<file path="src/mic_pkg.sv">
// Purpose: Shared constants and types for the interrupt controller.
// Assumes: 20 MHz clock, four clocks per instruction cycle (Q1..Q4).
// Notes:   Register byte address is four times the register index.
// Function
// - Global enable at control bit 7 gates all requests; reset clears it.
// - Return-from-handler sets the global enable again.
// - Entry clears global enable, pushes return address, loads vector 0004h.
// - Flags set on events regardless of any enable bit.
// - Latency three to four cycles asynchronous, three cycles synchronous.
// - Latency independent of one- or two-cycle current instruction.
// - Clearing global enable inserts a no-op next cycle; requests stay pending.
// - External pin edge sensitive; option bit 6 selects rising when set.
// - Valid external edge sets external flag at control bit 1.
// - External enable at control bit 4 masks the pin interrupt.
// - External interrupt wakes from sleep if enabled before sleep.
// - Timer-0 rollover sets flag bit 2; enable at bit 5.
// - Port B pins 7..4 change sets flag bit 0; enable bit 3.
// - Pin change during a port read may miss the flag; here a change in the read cycle still sets it.
// - External flag sampled each Q1, may set during Q4 through Q1; here a valid edge sets it on any clock.
// - Peripheral flags and enables live in their own two registers.
// - Entry saves only the return address on the stack.
// - Any enabled set flag wakes from sleep even with global enable clear.
package mic_pkg;
  localparam int ADDR_W = 12;
  // Register indices (byte address = index * 4)
  localparam logic [9:0] IDX_OPTION = 10'h081;
  localparam logic [9:0] IDX_CTRL   = 10'h00B;
  localparam logic [9:0] IDX_PFLAGS = 10'h00C;
  localparam logic [9:0] IDX_PENAB  = 10'h08C;
  localparam logic [9:0] IDX_STATUS = 10'h010;
  // Reset values
  localparam logic [7:0] RST_OPTION = 8'hFF;
  localparam logic [7:0] RST_CTRL   = 8'h00;
  localparam logic [7:0] RST_PFLAGS = 8'h00;
  localparam logic [7:0] RST_PENAB  = 8'h00;
  localparam logic [7:0] PERIPH_MASK = 8'hF7;
  // Control register bit positions; EDGE_BIT is bit 6 of the option register
  localparam int GIE_BIT  = 7;
  localparam int PGE_BIT  = 6;
  localparam int T0E_BIT  = 5;
  localparam int EXTE_BIT = 4;
  localparam int PCE_BIT  = 3;
  localparam int T0F_BIT  = 2;
  localparam int EXTF_BIT = 1;
  localparam int PCF_BIT  = 0;
  localparam int EDGE_BIT = 6;
  // Instruction cycle phases
  localparam logic [1:0] Q1 = 2'h0;
  localparam logic [1:0] Q4 = 2'h3;
  localparam logic [12:0] VECTOR_ADDR = 13'h0004;
  localparam logic [1:0] RESP_OKAY   = 2'h0;
  localparam logic [1:0] RESP_SLVERR = 2'h2;

  typedef enum logic [1:0] {
    ST_IDLE   = 2'b00,
    ST_DRAIN  = 2'b01,
    ST_DUMMY1 = 2'b10,
    ST_DUMMY2 = 2'b11
  } mic_state_t;

  // Commands to the core sequencer
  typedef struct packed {
    logic        pushRet;
    logic        loadVec;
    logic [12:0] vecAddr;
    logic        dummy;
    logic        nop;
    logic        wake;
    logic        irqReq;
  } mic_core_cmd_t;

  // Synchronous event pulses from core and peripherals
  typedef struct packed {
    logic       timer0Roll;
    logic       retExec;
    logic       gieClrExec;
    logic       portRead;
    logic       sleepActive;
    logic [7:0] periphEvt;
  } mic_core_evt_t;
endpackage : mic_pkg

</file>
<file path="src/mic_sync.sv">
// Purpose: Two-flop synchroniser for asynchronous pins.
// Assumes: Inputs may change at any time.
// Notes:   First stage feeds only the second stage.
`timescale 1ns/1ns
`default_nettype none
module mic_sync #(
  parameter int W = 5
) (
  input  wire logic         clk,
  input  wire logic         rstnInt,
  input  wire logic [W-1:0] din,
  output logic      [W-1:0] dout
);
  logic [W-1:0] stage1_r;

  // One two-flop chain per bit
  for (genvar i = 0; i < W; i++) begin : g_bit
    always_ff @(posedge clk or negedge rstnInt) begin
      if (!rstnInt) begin
        stage1_r[i] <= 1'b0;
        dout[i]     <= 1'b0;
      end else begin
        stage1_r[i] <= din[i];
        dout[i]     <= stage1_r[i];
      end
    end
  end
endmodule : mic_sync
`default_nettype wire

</file>
<file path="src/mic_irq_ctrl.sv">
// Purpose: Interrupt controller with AXI4-Lite register access.
// Assumes: Core events are one-clock pulses on clk; pins are asynchronous.
// Notes:   Entry sequence runs on instruction-cycle boundaries (Q1).
//
// Added by the designer: the AXI4-Lite slave port.
`timescale 1ns/1ns
`default_nettype none
module mic_irq_ctrl (
  input  wire logic                  clk,
  input  wire logic                  rstn,
  input  wire logic                  extIrqPin,
  input  wire logic [3:0]            portPins,
  input  wire mic_pkg::mic_core_evt_t coreEvt,
  output mic_pkg::mic_core_cmd_t     coreCmd,
  input  wire logic [11:0]           s_axi_awaddr,
  input  wire logic                  s_axi_awvalid,
  output logic                       s_axi_awready,
  input  wire logic [31:0]           s_axi_wdata,
  input  wire logic [3:0]            s_axi_wstrb,
  input  wire logic                  s_axi_wvalid,
  output logic                       s_axi_wready,
  output logic [1:0]                 s_axi_bresp,
  output logic                       s_axi_bvalid,
  input  wire logic                  s_axi_bready,
  input  wire logic [11:0]           s_axi_araddr,
  input  wire logic                  s_axi_arvalid,
  output logic                       s_axi_arready,
  output logic [31:0]                s_axi_rdata,
  output logic [1:0]                 s_axi_rresp,
  output logic                       s_axi_rvalid,
  input  wire logic                  s_axi_rready
);
  logic               rstSync0_r;
  logic               rstnInt;
  logic [4:0]         pinSync;
  logic               extPrev_r;
  logic [3:0]         portLatch_r;
  logic [1:0]         qPhase_r;
  mic_pkg::mic_state_t state_r;
  logic [7:0]         optCfg_r;
  logic [7:0]         intrCtl_r;
  logic [7:0]         intrCtl_nxt;
  logic [7:0]         perFlags_r;
  logic [7:0]         perFlags_nxt;
  logic [7:0]         perEnab_r;
  logic               extEnSleep_r;
  logic               sleepPrev_r;
  logic               nopHold_r;
  logic [11:0]        awAddr_r;
  logic               awHeld_r;
  logic [7:0]         wData_r;
  logic               wLane0_r;
  logic               wHeld_r;
  logic               doWrite;
  logic [9:0]         wIdx;
  logic               wrCtl;
  logic               wrFlags;
  logic               extEdge;
  logic               portChange;
  logic               ctlSrc;
  logic               perSrc;
  logic               irqPend;
  logic               take;
  logic               wakeCond;
  logic               gieClrEvt;

  // Reset release through two flops
  always_ff @(posedge clk or negedge rstn) begin
    if (!rstn) begin
      rstSync0_r <= 1'b0;
      rstnInt    <= 1'b0;
    end else begin
      rstSync0_r <= 1'b1;
      rstnInt    <= rstSync0_r;
    end
  end

  // Pins into the clock domain
  mic_sync #(.W(5)) u_sync (
    .clk     (clk),
    .rstnInt (rstnInt),
    .din     ({portPins, extIrqPin}),
    .dout    (pinSync)
  );

  // Edge and change detection
  always_ff @(posedge clk or negedge rstnInt) begin
    if (!rstnInt) begin
      extPrev_r   <= 1'b0;
      portLatch_r <= 4'h0;
    end else begin
      extPrev_r <= pinSync[0];
      if (coreEvt.portRead) begin
        portLatch_r <= pinSync[4:1]; // A change landing here still sets the flag at this edge
      end
    end
  end

  // Rising when edge select set, else falling
  assign extEdge = optCfg_r[mic_pkg::EDGE_BIT] ? (pinSync[0] & ~extPrev_r)
                                               : (~pinSync[0] & extPrev_r);
  assign portChange = (pinSync[4:1] != portLatch_r);

  // Instruction-cycle phase counter
  always_ff @(posedge clk or negedge rstnInt) begin
    if (!rstnInt) begin
      qPhase_r <= mic_pkg::Q1;
    end else begin
      qPhase_r <= qPhase_r + 2'h1;
    end
  end

  // AXI write channel capture, either order
  always_ff @(posedge clk or negedge rstnInt) begin
    if (!rstnInt) begin
      awHeld_r      <= 1'b0;
      wHeld_r       <= 1'b0;
      awAddr_r      <= 12'h000;
      wData_r       <= 8'h00;
      wLane0_r      <= 1'b0;
      s_axi_awready <= 1'b0;
      s_axi_wready  <= 1'b0;
      s_axi_bvalid  <= 1'b0;
      s_axi_bresp   <= mic_pkg::RESP_OKAY;
    end else begin
      s_axi_awready <= ~awHeld_r & ~(s_axi_awvalid & s_axi_awready) & ~s_axi_bvalid;
      s_axi_wready  <= ~wHeld_r & ~(s_axi_wvalid & s_axi_wready) & ~s_axi_bvalid;
      if (s_axi_awvalid && s_axi_awready) begin
        awHeld_r <= 1'b1;
        awAddr_r <= s_axi_awaddr;
      end
      if (s_axi_wvalid && s_axi_wready) begin
        wHeld_r  <= 1'b1;
        wData_r  <= s_axi_wdata[7:0];
        wLane0_r <= s_axi_wstrb[0];
      end
      if (doWrite) begin
        awHeld_r     <= 1'b0;
        wHeld_r      <= 1'b0;
        s_axi_bvalid <= 1'b1;
        s_axi_bresp  <= (wIdx == mic_pkg::IDX_OPTION || wIdx == mic_pkg::IDX_CTRL ||
                         wIdx == mic_pkg::IDX_PFLAGS || wIdx == mic_pkg::IDX_PENAB ||
                         wIdx == mic_pkg::IDX_STATUS) ? mic_pkg::RESP_OKAY
                                                      : mic_pkg::RESP_SLVERR;
      end else if (s_axi_bvalid && s_axi_bready) begin
        s_axi_bvalid <= 1'b0;
      end
    end
  end

  assign doWrite = awHeld_r & wHeld_r & ~s_axi_bvalid;
  assign wIdx    = awAddr_r[11:2];
  assign wrCtl   = doWrite & wLane0_r & (wIdx == mic_pkg::IDX_CTRL);
  assign wrFlags = doWrite & wLane0_r & (wIdx == mic_pkg::IDX_PFLAGS);

  // Option and peripheral enable registers
  always_ff @(posedge clk or negedge rstnInt) begin
    if (!rstnInt) begin
      optCfg_r  <= mic_pkg::RST_OPTION;
      perEnab_r <= mic_pkg::RST_PENAB;
    end else if (doWrite && wLane0_r) begin
      if (wIdx == mic_pkg::IDX_OPTION) optCfg_r <= wData_r;
      if (wIdx == mic_pkg::IDX_PENAB) perEnab_r <= wData_r & mic_pkg::PERIPH_MASK;
    end
  end

  // Control register next value: write, then hardware; set beats clear, but entry clear beats return set
  always_comb begin
    intrCtl_nxt = wrCtl ? wData_r : intrCtl_r;
    if (coreEvt.gieClrExec) intrCtl_nxt[mic_pkg::GIE_BIT] = 1'b0;
    if (coreEvt.retExec) intrCtl_nxt[mic_pkg::GIE_BIT] = 1'b1;
    if (take) intrCtl_nxt[mic_pkg::GIE_BIT] = 1'b0;
    if (extEdge) intrCtl_nxt[mic_pkg::EXTF_BIT] = 1'b1;
    if (coreEvt.timer0Roll) intrCtl_nxt[mic_pkg::T0F_BIT] = 1'b1;
    if (portChange) intrCtl_nxt[mic_pkg::PCF_BIT] = 1'b1;
    perFlags_nxt = (wrFlags ? wData_r : perFlags_r) |
                   coreEvt.periphEvt;
    perFlags_nxt = perFlags_nxt & mic_pkg::PERIPH_MASK;
  end

  // Flag and control registers; entry leaves flags alone
  always_ff @(posedge clk or negedge rstnInt) begin
    if (!rstnInt) begin
      intrCtl_r  <= mic_pkg::RST_CTRL;
      perFlags_r <= mic_pkg::RST_PFLAGS;
    end else begin
      intrCtl_r  <= intrCtl_nxt;
      perFlags_r <= perFlags_nxt;
    end
  end

  // Source gating
  assign ctlSrc = (intrCtl_r[mic_pkg::T0E_BIT] & intrCtl_r[mic_pkg::T0F_BIT]) |
                  (intrCtl_r[mic_pkg::EXTE_BIT] & intrCtl_r[mic_pkg::EXTF_BIT]) |
                  (intrCtl_r[mic_pkg::PCE_BIT] & intrCtl_r[mic_pkg::PCF_BIT]);
  assign perSrc = intrCtl_r[mic_pkg::PGE_BIT] & (|(perFlags_r & perEnab_r));
  assign irqPend = intrCtl_r[mic_pkg::GIE_BIT] & (ctlSrc | perSrc);
  // Taken only on Q1, whatever the current instruction length
  assign take = irqPend & (qPhase_r == mic_pkg::Q1) & (state_r == mic_pkg::ST_IDLE) &
                ~nopHold_r & ~coreEvt.sleepActive;
  assign gieClrEvt = intrCtl_r[mic_pkg::GIE_BIT] & ~intrCtl_nxt[mic_pkg::GIE_BIT] & ~take;
  // External wake uses the enable held at sleep entry
  assign wakeCond = coreEvt.sleepActive &
                    ((extEnSleep_r & intrCtl_r[mic_pkg::EXTF_BIT]) |
                     (intrCtl_r[mic_pkg::T0E_BIT] & intrCtl_r[mic_pkg::T0F_BIT]) |
                     (intrCtl_r[mic_pkg::PCE_BIT] & intrCtl_r[mic_pkg::PCF_BIT]) |
                     perSrc);

  // Enable capture at sleep entry
  always_ff @(posedge clk or negedge rstnInt) begin
    if (!rstnInt) begin
      sleepPrev_r  <= 1'b0;
      extEnSleep_r <= 1'b0;
    end else begin
      sleepPrev_r <= coreEvt.sleepActive;
      if (coreEvt.sleepActive && !sleepPrev_r) begin
        extEnSleep_r <= intrCtl_r[mic_pkg::EXTE_BIT];
      end
    end
  end

  // No-op cycle after an instruction clears global enable
  always_ff @(posedge clk or negedge rstnInt) begin
    if (!rstnInt) begin
      nopHold_r <= 1'b0;
    end else if (gieClrEvt) begin
      nopHold_r <= 1'b1;
    end else if (qPhase_r == mic_pkg::Q1) begin
      nopHold_r <= 1'b0;
    end
  end

  // Entry sequencer and core commands
  always_ff @(posedge clk or negedge rstnInt) begin
    if (!rstnInt) begin
      state_r <= mic_pkg::ST_IDLE;
      coreCmd <= '0;
    end else begin
      coreCmd.pushRet <= 1'b0;
      coreCmd.loadVec <= 1'b0;
      coreCmd.nop     <= nopHold_r & (qPhase_r == mic_pkg::Q1);
      coreCmd.wake    <= wakeCond;
      coreCmd.irqReq  <= irqPend;
      coreCmd.vecAddr <= mic_pkg::VECTOR_ADDR;
      if (qPhase_r == mic_pkg::Q1) begin
        unique case (state_r)
          mic_pkg::ST_IDLE: begin
            if (take) state_r <= mic_pkg::ST_DRAIN;
          end
          mic_pkg::ST_DRAIN: begin
            state_r         <= mic_pkg::ST_DUMMY1;
            coreCmd.pushRet <= 1'b1; // Return address only
            coreCmd.dummy   <= 1'b1;
          end
          mic_pkg::ST_DUMMY1: begin
            state_r         <= mic_pkg::ST_DUMMY2;
            coreCmd.loadVec <= 1'b1;
          end
          mic_pkg::ST_DUMMY2: begin
            state_r       <= mic_pkg::ST_IDLE;
            coreCmd.dummy <= 1'b0;
          end
        endcase
      end
    end
  end

  // AXI read channel
  always_ff @(posedge clk or negedge rstnInt) begin
    if (!rstnInt) begin
      s_axi_arready <= 1'b0;
      s_axi_rvalid  <= 1'b0;
      s_axi_rdata   <= 32'h00000000;
      s_axi_rresp   <= mic_pkg::RESP_OKAY;
    end else begin
      s_axi_arready <= ~s_axi_rvalid & ~(s_axi_arvalid & s_axi_arready);
      if (s_axi_arvalid && s_axi_arready) begin
        s_axi_rvalid <= 1'b1;
        s_axi_rresp  <= mic_pkg::RESP_OKAY;
        unique case (s_axi_araddr[11:2])
          mic_pkg::IDX_OPTION: s_axi_rdata <= {24'h000000, optCfg_r};
          mic_pkg::IDX_CTRL:   s_axi_rdata <= {24'h000000, intrCtl_r};
          mic_pkg::IDX_PFLAGS: s_axi_rdata <= {24'h000000, perFlags_r};
          mic_pkg::IDX_PENAB:  s_axi_rdata <= {24'h000000, perEnab_r};
          mic_pkg::IDX_STATUS: s_axi_rdata <= {26'h0000000, coreEvt.sleepActive,
                                               coreCmd.wake, state_r, nopHold_r,
                                               coreCmd.irqReq};
          default: begin
            s_axi_rdata <= 32'h00000000;
            s_axi_rresp <= mic_pkg::RESP_SLVERR;
          end
        endcase
      end else if (s_axi_rvalid && s_axi_rready) begin
        s_axi_rvalid <= 1'b0;
      end
    end
  end
endmodule : mic_irq_ctrl
`default_nettype wire

</file>
<file path="config.mk">
export PLATFORM = sky130hd
export DESIGN_NAME = mic_irq_ctrl
export DESIGN_NICKNAME = d
export VERILOG_FILES = /design/src/mic_pkg.sv /design/src/mic_sync.sv /design/src/mic_irq_ctrl.sv
export SDC_FILE = /design/constraint.sdc
export NUM_CORES = 1
export LEC_CHECK = 0
export BUFFER_PORTS_ARGS = -buffer_cell sky130_fd_sc_hd__buf_2
export CORE_ASPECT_RATIO = 0.5
export CORE_MARGIN = 3
export CORE_UTILIZATION = 30
export CTS_CLUSTER_DIAMETER = 200
export DETAILED_ROUTE_END_ITERATION = 7
export PLACE_DENSITY_LB_ADDON = 0.25
export SLEW_MARGIN = 10
export SYNTH_ARGS = -nofsm -noshare
export SYNTH_HDL_FRONTEND = slang
export SYNTH_SLANG_ARGS = --single-unit
</file>
<file path="constraint.sdc">
create_clock -name clk -period 6.9 [get_ports clk]
set_input_delay 1.38 -clock clk [delete_from_list [all_inputs] [get_ports clk]]
set_output_delay 1.38 -clock clk [all_outputs]
set_load 0.005 [all_outputs]
</file>
# [Word level (Yosys, flattened, before mapping)]
# Cells that the tools add are included.
[word_totals] reg_bits=125 in_bits=85 out_inout_bits=60 elab_cells=170
[op_classes] add_sub_neg=1 eq_ne=15 mux=28 bitwise=50 reduce_logical=29
[ops] operator="10-bit by 4-bit equality test with 1-bit output, second input constant" count=4
[ops] operator="10-bit by 8-bit equality test with 1-bit output, second input constant" count=4
[ops] operator="8-bit case mux with 5 select lines" count=1
[ops] operator="1-bit AND" count=29
[ops] operator="10-bit by 5-bit equality test with 1-bit output, second input constant" count=2
[ops] operator="1-bit two-way mux" count=19
[ops] operator="2-bit nonzero test" count=9
[ops] operator="8-bit two-way mux" count=2
[ops] operator="1-bit NOT" count=13
[ops] operator="8-bit AND" count=1
[ops] operator="2-bit two-way mux" count=4
[ops] operator="8-bit OR" count=1
[ops] operator="2-bit case mux with 4 select lines" count=1
[ops] operator="2-bit AND reduction" count=4
[ops] operator="8-bit OR reduction" count=1
[ops] operator="1-bit logical AND" count=7
[ops] operator="1-bit OR" count=6
[ops] operator="5-bit OR reduction" count=1
[ops] operator="2-bit equality test, second input constant" count=2
[ops] operator="2-bit logical NOT" count=2
[ops] operator="1-bit logical OR" count=4
[ops] operator="4-bit != test" count=1
[ops] operator="2-bit by 1-bit adder with 2-bit output, second input constant" count=1
[ops] operator="2-bit by 1-bit equality test with 1-bit output, second input constant" count=1
[ops] operator="other kinds (3)" count=3

# [Longest topological paths before layout]
# Gate-level depths: netlist of the first run.
[logic_depth] ltp_word=14 ltp_mapped=7 depth_no_buf=5

# [Modules after synthesis]
# Synthesis of the first run repeated with hierarchy kept, for this count alone.
[hier_totals] hier_cells=369 area_unflattened_um2=4400.5
[by_module_without_submodules] module="mic_irq_ctrl" instances=1 cells_per_inst=359 area_each_um2=4150.2 seq_area_each_um2=2187.1
[by_module_without_submodules] module="mic_sync" instances=1 cells_per_inst=10 area_each_um2=250.2 seq_area_each_um2=250.2

# [Least setup slack after synthesis of the first run]
# OpenSTA, ideal clock, no wires.
[synth_path] kind="input to register" startpoint="in s_axi_araddr[8]" endpoint="reg s_axi_rdata[0]" setup_ns=0.083 arrival_time_ns=2.638 required_time_ns=6.817 path_slack_ns=4.179 path_stages=5 n_path_buf=0 cell_sequence="or4_1 or3_1 nor2_1 a21oi_1 o21ai_0"
[synth_via] elab_chain_len=2 elab_cells_between_ends=6 cone_classes="5 x eq/ne; 1 x mux"
[synth_rtl] item="start: declaration" line_no="mic_irq_ctrl.sv:25" text="input wire logic [11:0] s_axi_araddr,"
[synth_rtl] item="10-bit by 5-bit equality test with 1-bit output (tied with other cells)" line_no="mic_irq_ctrl.sv:280" text="unique case (s_axi_araddr[11:2])"
[synth_rtl] item="8-bit case mux with 5 select lines *" line_no="mic_irq_ctrl.sv:280"
[synth_rtl] item="end signal: assignment" line_no="mic_irq_ctrl.sv:281" text="mic_pkg::IDX_OPTION: s_axi_rdata <= {24'h000000, optCfg_r};"
[synth_rtl] item="end signal: assignment" line_no="mic_irq_ctrl.sv:282" text="mic_pkg::IDX_CTRL: s_axi_rdata <= {24'h000000, intrCtl_r};"
[synth_rtl] item="end signal: assignment" line_no="mic_irq_ctrl.sv:283" text="mic_pkg::IDX_PFLAGS: s_axi_rdata <= {24'h000000, perFlags_r};"
[synth_rtl] item="end: declaration" line_no="mic_irq_ctrl.sv:28" text="output logic [31:0] s_axi_rdata,"
# Every way passes the cells marked *; elsewhere a longest branch is shown, timed or not.
# A chain may end at the register's enable or synchronous reset.

# [Worst setup path in the final report of the first run]
[layout_path] startpoint="in s_axi_araddr[2]" endpoint="reg s_axi_rdata[2]"
# The elaborated chain is that of the path after synthesis.

==> flow_summary_export.csv, run 1 <==
group,metric,value,unit
cts,clkTransAtPathRegs,0.06,ns
sta,rsz0062_at_grt,"false",
worst_setup_path,crit_path_top_delay_cell,"nor4b_1",
sta,fin_crit_sh,38.3,%
floorplanning,num_rows,30,
finish,area_delta_synth_final,17.3,%
power_and_ir_drop,switching_share,27.4,%
floorplanning,fp.dieW,177,um
sta,tightestPinTransition,1.04,ns
power_and_ir_drop,powerDensity,298,nW/um^2
cts,clock_sinks,97,
sta,clock_skew,0.00531,ns
synthesis,seq_area_frac_synth,55.4,%
route,viasPerCell,4.51,
cts,htreeDepth,3,
power_and_ir_drop,peakVddDrop,121,uV
route,dr.pass1.iters,5,
cts,numCtsBuffers,9,
cts,cts_buffer_depth,2,
sta,setup_tns,0,ns
power_and_ir_drop,leakagePower,2.39,nW
worst_setup_path,critPathLaunchType,"input port",
power_and_ir_drop,clkPwrFrac,32.9,%
synthesis,synth_area_leaders,"dfrtp_1 51%, mux2_2 11%, buf_4 6.5%, dfstp_2 4.8%, mux2i_1 2.3%",
synthesis,synth_warnings,0,
finish,multi_input_area,1720,um^2
flow_run,drv_cap,0,
worst_hold_path,min_path_type,"flop to asynchronous set/reset pin",
cts,clock_latency,0.34,ns
cts,cts_setup_buffers,0,
worst_setup_path,crit_path_end_kind,"flop",
place,dp_worst_setup_slack,3.91,ns
synthesis,syn_area_per_cell,11.9,um^2
synthesis,yosysUniqueCellTypes,49,
power_and_ir_drop,power.net_switching,0.421,mW
synthesis,synth_largest_area_cell,"dfrtp_1",
route,drc,0,
worst_setup_path,cp_cell_sequence,"buf_2, nor4b_1, a22oi_1, nor2_1, a21oi_1, o21ai_0",
grt,antenna_found_initial,0,
finish,drive_gt1_share,33.3,%
synthesis,synth_ff_type,"dfrtp_1",
cts,cts_root_buffer,"clkbuf_16",
finish,antenna_cells,0,
sta,setup_slack,4.26,ns
worst_setup_path,worst_path_largest_cell_delay,0.90,ns
worst_setup_path,worstSetupPathType,"input port to flop",
synthesis,ys_seq_elements,97,
power_and_ir_drop,sequentialPowerShare,50.2,%
finish,fin_area,5160,um^2
floorplanning,initial_core_util,31.6,%
grt,grt_pass1_vias,2863,
power_and_ir_drop,power_frac_comb,16.9,%
place,gp_congestion,0.776,
sta,min_period,2.64,ns
route,wl_per_cell,14.2,um
finish,final_util,37.1,%
place,dpl.cell_count,630,
grt,overflow,0,
cts,cts_resized,0,
finish,fin_cells,646,
sta,drv_slew,0,
route,finalWirelength,9.15,mm
sta,setup_viol,0,
floorplanning,die_area,16200,um^2
finish,final_nets,539,
power_and_ir_drop,p_int,1.12,mW
outcome,status,"completed",
finish,nFillCells,1395,
synthesis,syn_area,4400,um^2
sta,slew_headroom,29.4,%
floorplanning,io-pin-count,145,
synthesis,synth_edf_count,0,
floorplanning,die_h,91.6,um
synthesis,synthTopCellsByCount,"89 x dfrtp_1, 43 x mux2_2, 38 x buf_4, 23 x nor2_1, 21 x nand2_1",
cts,holdBufCountCts,0,
synthesis,synthCells,369,
grt,grt_max_degree,79,
synthesis,netlist.area_leader.share,50.6,%
synthesis,synth.most_common_cell,"dfrtp_1",
route,vias,2914,
place,place_hpwl,6.73,mm
place,place.port_buffers,74,
worst_setup_path,required,7.16,ns
synthesis,async_reset_ff_share,100,%
route,drt-initial-drc-count,81,
worst_setup_path,critPathMaxFanout,7,
route,drt.antenna.violating_nets,0,
cts,cts_tree,"built",
finish,seq_area,2440,um^2
sta,hold_viol_final,0,
worst_setup_path,arrival,2.90,ns
floorplanning,core-area,13900,um^2
sta,fmax,379,MHz
grt,grt_pass1_wl,15.1,mm
place,place_area,4850,um^2
grt,groute.usage.overall,11.9,%
## final timing paths
kind / start / to / slack [ns] / depth (start not counted)
min in group clk: u_sync.stage1_r[4] / u_sync.dout[4] / 0.35 / 0
worst max-delay path: s_axi_araddr[2] / s_axi_rdata[2] / 4.26 / 6
worst max register to register: awAddr_r[7] / perFlags_r[2] / 4.44 / 4
worst min register to register: rstnInt / awAddr_r[2] / 0.19 / 0
max in group asynchronous: rstnInt / intrCtl_r[7] / 5.44 / 1
worst min-delay path: rstnInt / awAddr_r[2] / 0.19 / 0
## layout by cell type, fill, tap and decap left out, types with 9 or more instances in the layout
master | Yosys | routed
mux2i_1 | 10 | 10
inv_1 | 17 | 17
nand2_1 | 21 | 21
clkbuf_16 | 0 | 9
a21oi_1 | 12 | 12
o21ai_0 | 14 | 14
conb_1 | 2 | 40
mux2_2 | 43 | 43
buf_2 | 2 | 74
nor2_1 | 23 | 23
dfrtp_1 | 89 | 88
## power groups by stage
stage	Clock, mW	Combinational [mW]	Sequential (mW)
finish	0.506	0.260	0.771
global route	0.552	0.299	0.792
CTS	0.525	0.266	0.773
detailed placement	0	0.265	0.783
global placement	0	0.260	0.781
floorplan	0	0.204	0.756
## kinds of logic after synthesis
| family | share of synthesized area, % |
|---|---|
| AOI/OAI and AO/OA | 10.4 |
| DFF | 55.4 |
| buffers and inverters | 8.84 |
| muxes | 13.3 |
| xor gates and xnor gates | 0.796 |
| adders and majority gates | 1.42 |
| other | 0.171 |
| and+or+nand+nor | 9.72 |
## metrics by stage
step	power (mW)	hold WS [ns]
global route	1.64	0.213
finish	1.54	0.188
CTS	1.56	0.202
floorplan	0.961	0.331
global placement	1.04	0.196
detailed placement	1.05	0.196
## worst max-delay path: cells and delay by family
kind / cells / cell delay [ns]
buf+inv: 1 / 0.12
simple gates: 2 / 1.05
compound gates: 3 / 0.34
## flip-flops by register name (all words and copies together) (netlist names), 7 cells and up
name	flops
s_axi_rdata	8
perEnab_r	7
coreCmd	7
wData_r	8
optCfg_r	8
intrCtl_r	8
perFlags_r	7
awAddr_r	10
## layout make-up
| class | count | share of cell area, % |
|---|---|---|
| Inverter | 17 | 1.24 |
| Tap cell | 192 | 4.66 |
| Clock buffer | 12 | 4.97 |
| Multi-Input combinational cell | 247 | 33.3 |
| Clock inverter | 4 | 0.946 |
| Sequential cell | 97 | 47.3 |
| Timing Repair Buffer | 77 | 7.61 |
## routing by layer
layer  share of wire, %  vias to the layer above  global-route usage [%]
li1                   -                     1389                       -
met1                 48                     1431                    16.0
met2                 46                       84                    18.8
met3                4.9                       10                    3.31
met4                1.2                        0                    3.39
met5                  0                        -                       0
Power figures use the tool's default switching activity.
==> run 2, diff against run 1 <==
--- a/config.mk
+++ b/config.mk
@@ -5,6 +5,7 @@
 export SDC_FILE = /design/constraint.sdc
 export NUM_CORES = 1
 export LEC_CHECK = 0
+export ABC_AREA = 1
 export BUFFER_PORTS_ARGS = -buffer_cell sky130_fd_sc_hd__buf_2
 export CORE_ASPECT_RATIO = 0.5
 export CORE_MARGIN = 3
==> constraint.sdc (replaced) <==
create_clock -name clk -period 2.71 [get_ports clk]
set_input_delay 0.542 -clock clk [delete_from_list [all_inputs] [get_ports clk]]
set_output_delay 0.542 -clock clk [all_outputs]
set_load 0.005 [all_outputs]
==> flow_summary_export.csv, run 2 <==
group,metric,value,unit
sta,setup_slack,1.12,ns
synthesis,synthTopCellsByCount,"148 x nand2_1, 89 x dfrtp_1, 48 x inv_1, 38 x buf_4, 29 x nor2_1",
cts,htreeDepth,3,
finish,final_util,36.1,%
place,gp_congestion,0.760,
sta,setup_tns,0,ns
grt,overflow,0,
route,drt.antenna.violating_nets,0,
grt,grt_pass1_wl,16.9,mm
finish,antenna_cells,0,
worst_hold_path,min_path_type,"flop to asynchronous set/reset pin",
floorplanning,num_rows,31,
sta,rsz0062_at_grt,"false",
finish,largest_register_ff_count,10,
worst_setup_path,required,2.95,ns
finish,top_register,"awAddr_r",
worst_setup_path,arrival,1.83,ns
grt,antenna_found_initial,0,
cts,cts_root_buffer,"clkbuf_16",
grt,groute.usage.overall,12.7,%
route,drt-initial-drc-count,148,
finish,final_cell_mix,"148 x nand2_1, 88 x dfrtp_1, 74 x buf_2",
floorplanning,core-area,14700,um^2
power_and_ir_drop,peakVddDrop,319,uV
floorplanning,die_h,93.1,um
synthesis,netlist.area_leader.share,48.9,%
cts,cts_tree,"built",
power_and_ir_drop,p_total,3.94,mW
synthesis,ys_seq_elements,97,
worst_setup_path,crit_path_top_delay_cell,"dfrtp_1",
synthesis,synth_ff_type,"dfrtp_1",
finish,final_nets,683,
worst_setup_path,worstSetupPathType,"flop to flop",
finish,multi_input_area,1740,um^2
route,viasPerCell,4.25,
floorplanning,die_area,16800,um^2
floorplanning,io-pin-count,145,
worst_setup_path,worst_path_largest_cell_delay,0.41,ns
synthesis,synthCells,513,
power_and_ir_drop,leakagePower,2.67,nW
finish,drive_gt1_share,22.4,%
cts,numCtsBuffers,9,
route,finalWirelength,10.1,mm
floorplanning,fp.dieW,180,um
synthesis,seq_area_frac_synth,53.5,%
sta,setup_viol,0,
sta,hold_viol_final,0,
synthesis,synth.most_common_cell,"nand2_1",
route,drc,0,
floorplanning,initial_core_util,31.1,%
worst_setup_path,crit_top_cell,"nand2_1",
place,dp_worst_setup_slack,0.933,ns
sta,fin_crit_sh,58.8,%
worst_setup_path,critPathMaxFanout,14,
synthesis,syn_area,4550,um^2
cts,clock_sinks,97,
sta,slew_headroom,65.0,%
grt,grt_pass1_vias,3326,
sta,fmax,628,MHz
place,place.port_buffers,74,
synthesis,yosysUniqueCellTypes,36,
worst_setup_path,crit_path_end_kind,"flop",
cts,clock_latency,0.34,ns
synthesis,synth_largest_area_cell,"dfrtp_1",
cts,clkTransAtPathRegs,0.07,ns
synthesis,synth_edf_count,0,
finish,seq_area,2440,um^2
grt,grt_max_degree,58,
outcome,status,"completed",
synthesis,syn_area_per_cell,8.88,um^2
synthesis,synth_warnings,0,
power_and_ir_drop,powerDensity,744,nW/um^2
route,wl_per_cell,12.7,um
sta,tightestPinTransition,0.520,ns
cts,cts_setup_buffers,0,
sta,min_period,1.59,ns
place,place_hpwl,7.51,mm
finish,nFillCells,1548,
sta,drv_slew,0,
worst_setup_path,critPathLaunchType,"flop",
worst_setup_path,cp_cell_sequence,"inv_2, nand3_2, nor2_4, nand2_2, nand2_1, nand3b_1, nand3_1, nand2_1",
route,dr.pass1.iters,4,
flow_run,drv_cap,0,
route,vias,3380,
synthesis,async_reset_ff_share,100,%
finish,area_delta_synth_final,16.3,%
synthesis,synth_area_leaders,"dfrtp_1 49%, nand2_1 12%, buf_4 6.3%, dfstp_2 4.6%, inv_1 4.0%",
cts,cts_buffer_depth,2,
sta,clock_skew,0.00968,ns
worst_setup_path,rrSetupSlack,1.12,ns
finish,layout_commonest_cell,"nand2_1",
run 2: cell count changes in the layout (fill, tap and decap cells not counted), sizes merged, moves of 5 or more:
cell	before	now
a211o	8	0
a21oi	12	21
a22oi	8	0
and2	5	0
inv	18	54
mux2	43	4
mux2i	10	0
nand2	21	153
nand3	5	26
nand4	0	7
nor2	23	35
nor3	1	7
o21ai	14	44
o2bb2ai	6	0
run 2: final timing paths:
path	start	to	cells past startpoint
worst max-delay path	s_axi_bvalid	nopHold_r	8
worst min-delay path	rstnInt	u_sync.dout[4]	0
worst max register to register	s_axi_bvalid	nopHold_r	8
worst min register to register	rstnInt	u_sync.dout[4]	0
max in group asynchronous	rstnInt	optCfg_r[5]	1
min in group clk	portPins[3]	u_sync.stage1_r[4]	1
run 2: metal layers:
layer / global-route usage (%) / share of wire [%] / vias to the layer above
li1: - / - / 1716
met1: 18.5 / 51 / 1549
met2: 18.8 / 41 / 105
met3: 3.03 / 6.1 / 10
met4: 3.45 / 1.2 / 0
met5: 0 / 0 / -
run 2: critical path: cells and delay by family (launching register included):
family | cells | cell delay, ns
simple gates | 7 | 1.01
buf+inv | 1 | 0.07
flops | 1 | 0.41
run 2: layout make-up:
cell class | instances | area share [%]
inverters | 52 | 3.68
clock buffers | 10 | 4.32
repair buffers | 77 | 7.70
clock inverters | 6 | 0.779
multi-input cells | 356 | 32.8
well taps | 198 | 4.68
flip-flops and latches | 97 | 46.1
run 2: through the flow:
step	cell area, um^2	hold slack (ns)	std cells
4_1_cts	5300	0.287	796
6_report	5300	0.277	796
3_5_place_dp	5020	0.296	779
3_3_place_gp	5020	0.295	779
2_1_floorplan	4700	0.246	551
5_1_grt	5300	0.282	796
run 2: logic make-up (layout without fill, tap and decap cells):
kind of cell	count (synthesis)	in the layout	share of synthesized area [%]
compound gates	69	69	8.41
buf+inv	98	145	11.5
flops	97	97	53.5
xor+xnor	4	4	0.769
simple gates	234	234	23.3
mux	4	4	0.989
other cells	2	40	0.165
fa+ha+maj	5	5	1.37
run 2: power breakdown:
group | leakage, nW | switching, mW | total (mW) | internal [mW]
Sequential | 1.16 | 0.176 | 1.91 | 1.73
Clock | 0.137 | 0.559 | 1.19 | 0.627
Combinational | 1.37 | 0.538 | 0.846 | 0.308
Total | 2.67 | 1.27 | 3.94 | 2.67
run 2: timing repair:
action | in CTS | in global routing
endpoints found under the hold margin | 2 | 0
resized for setup | 0 | 0
hold buffers | 1 | 0
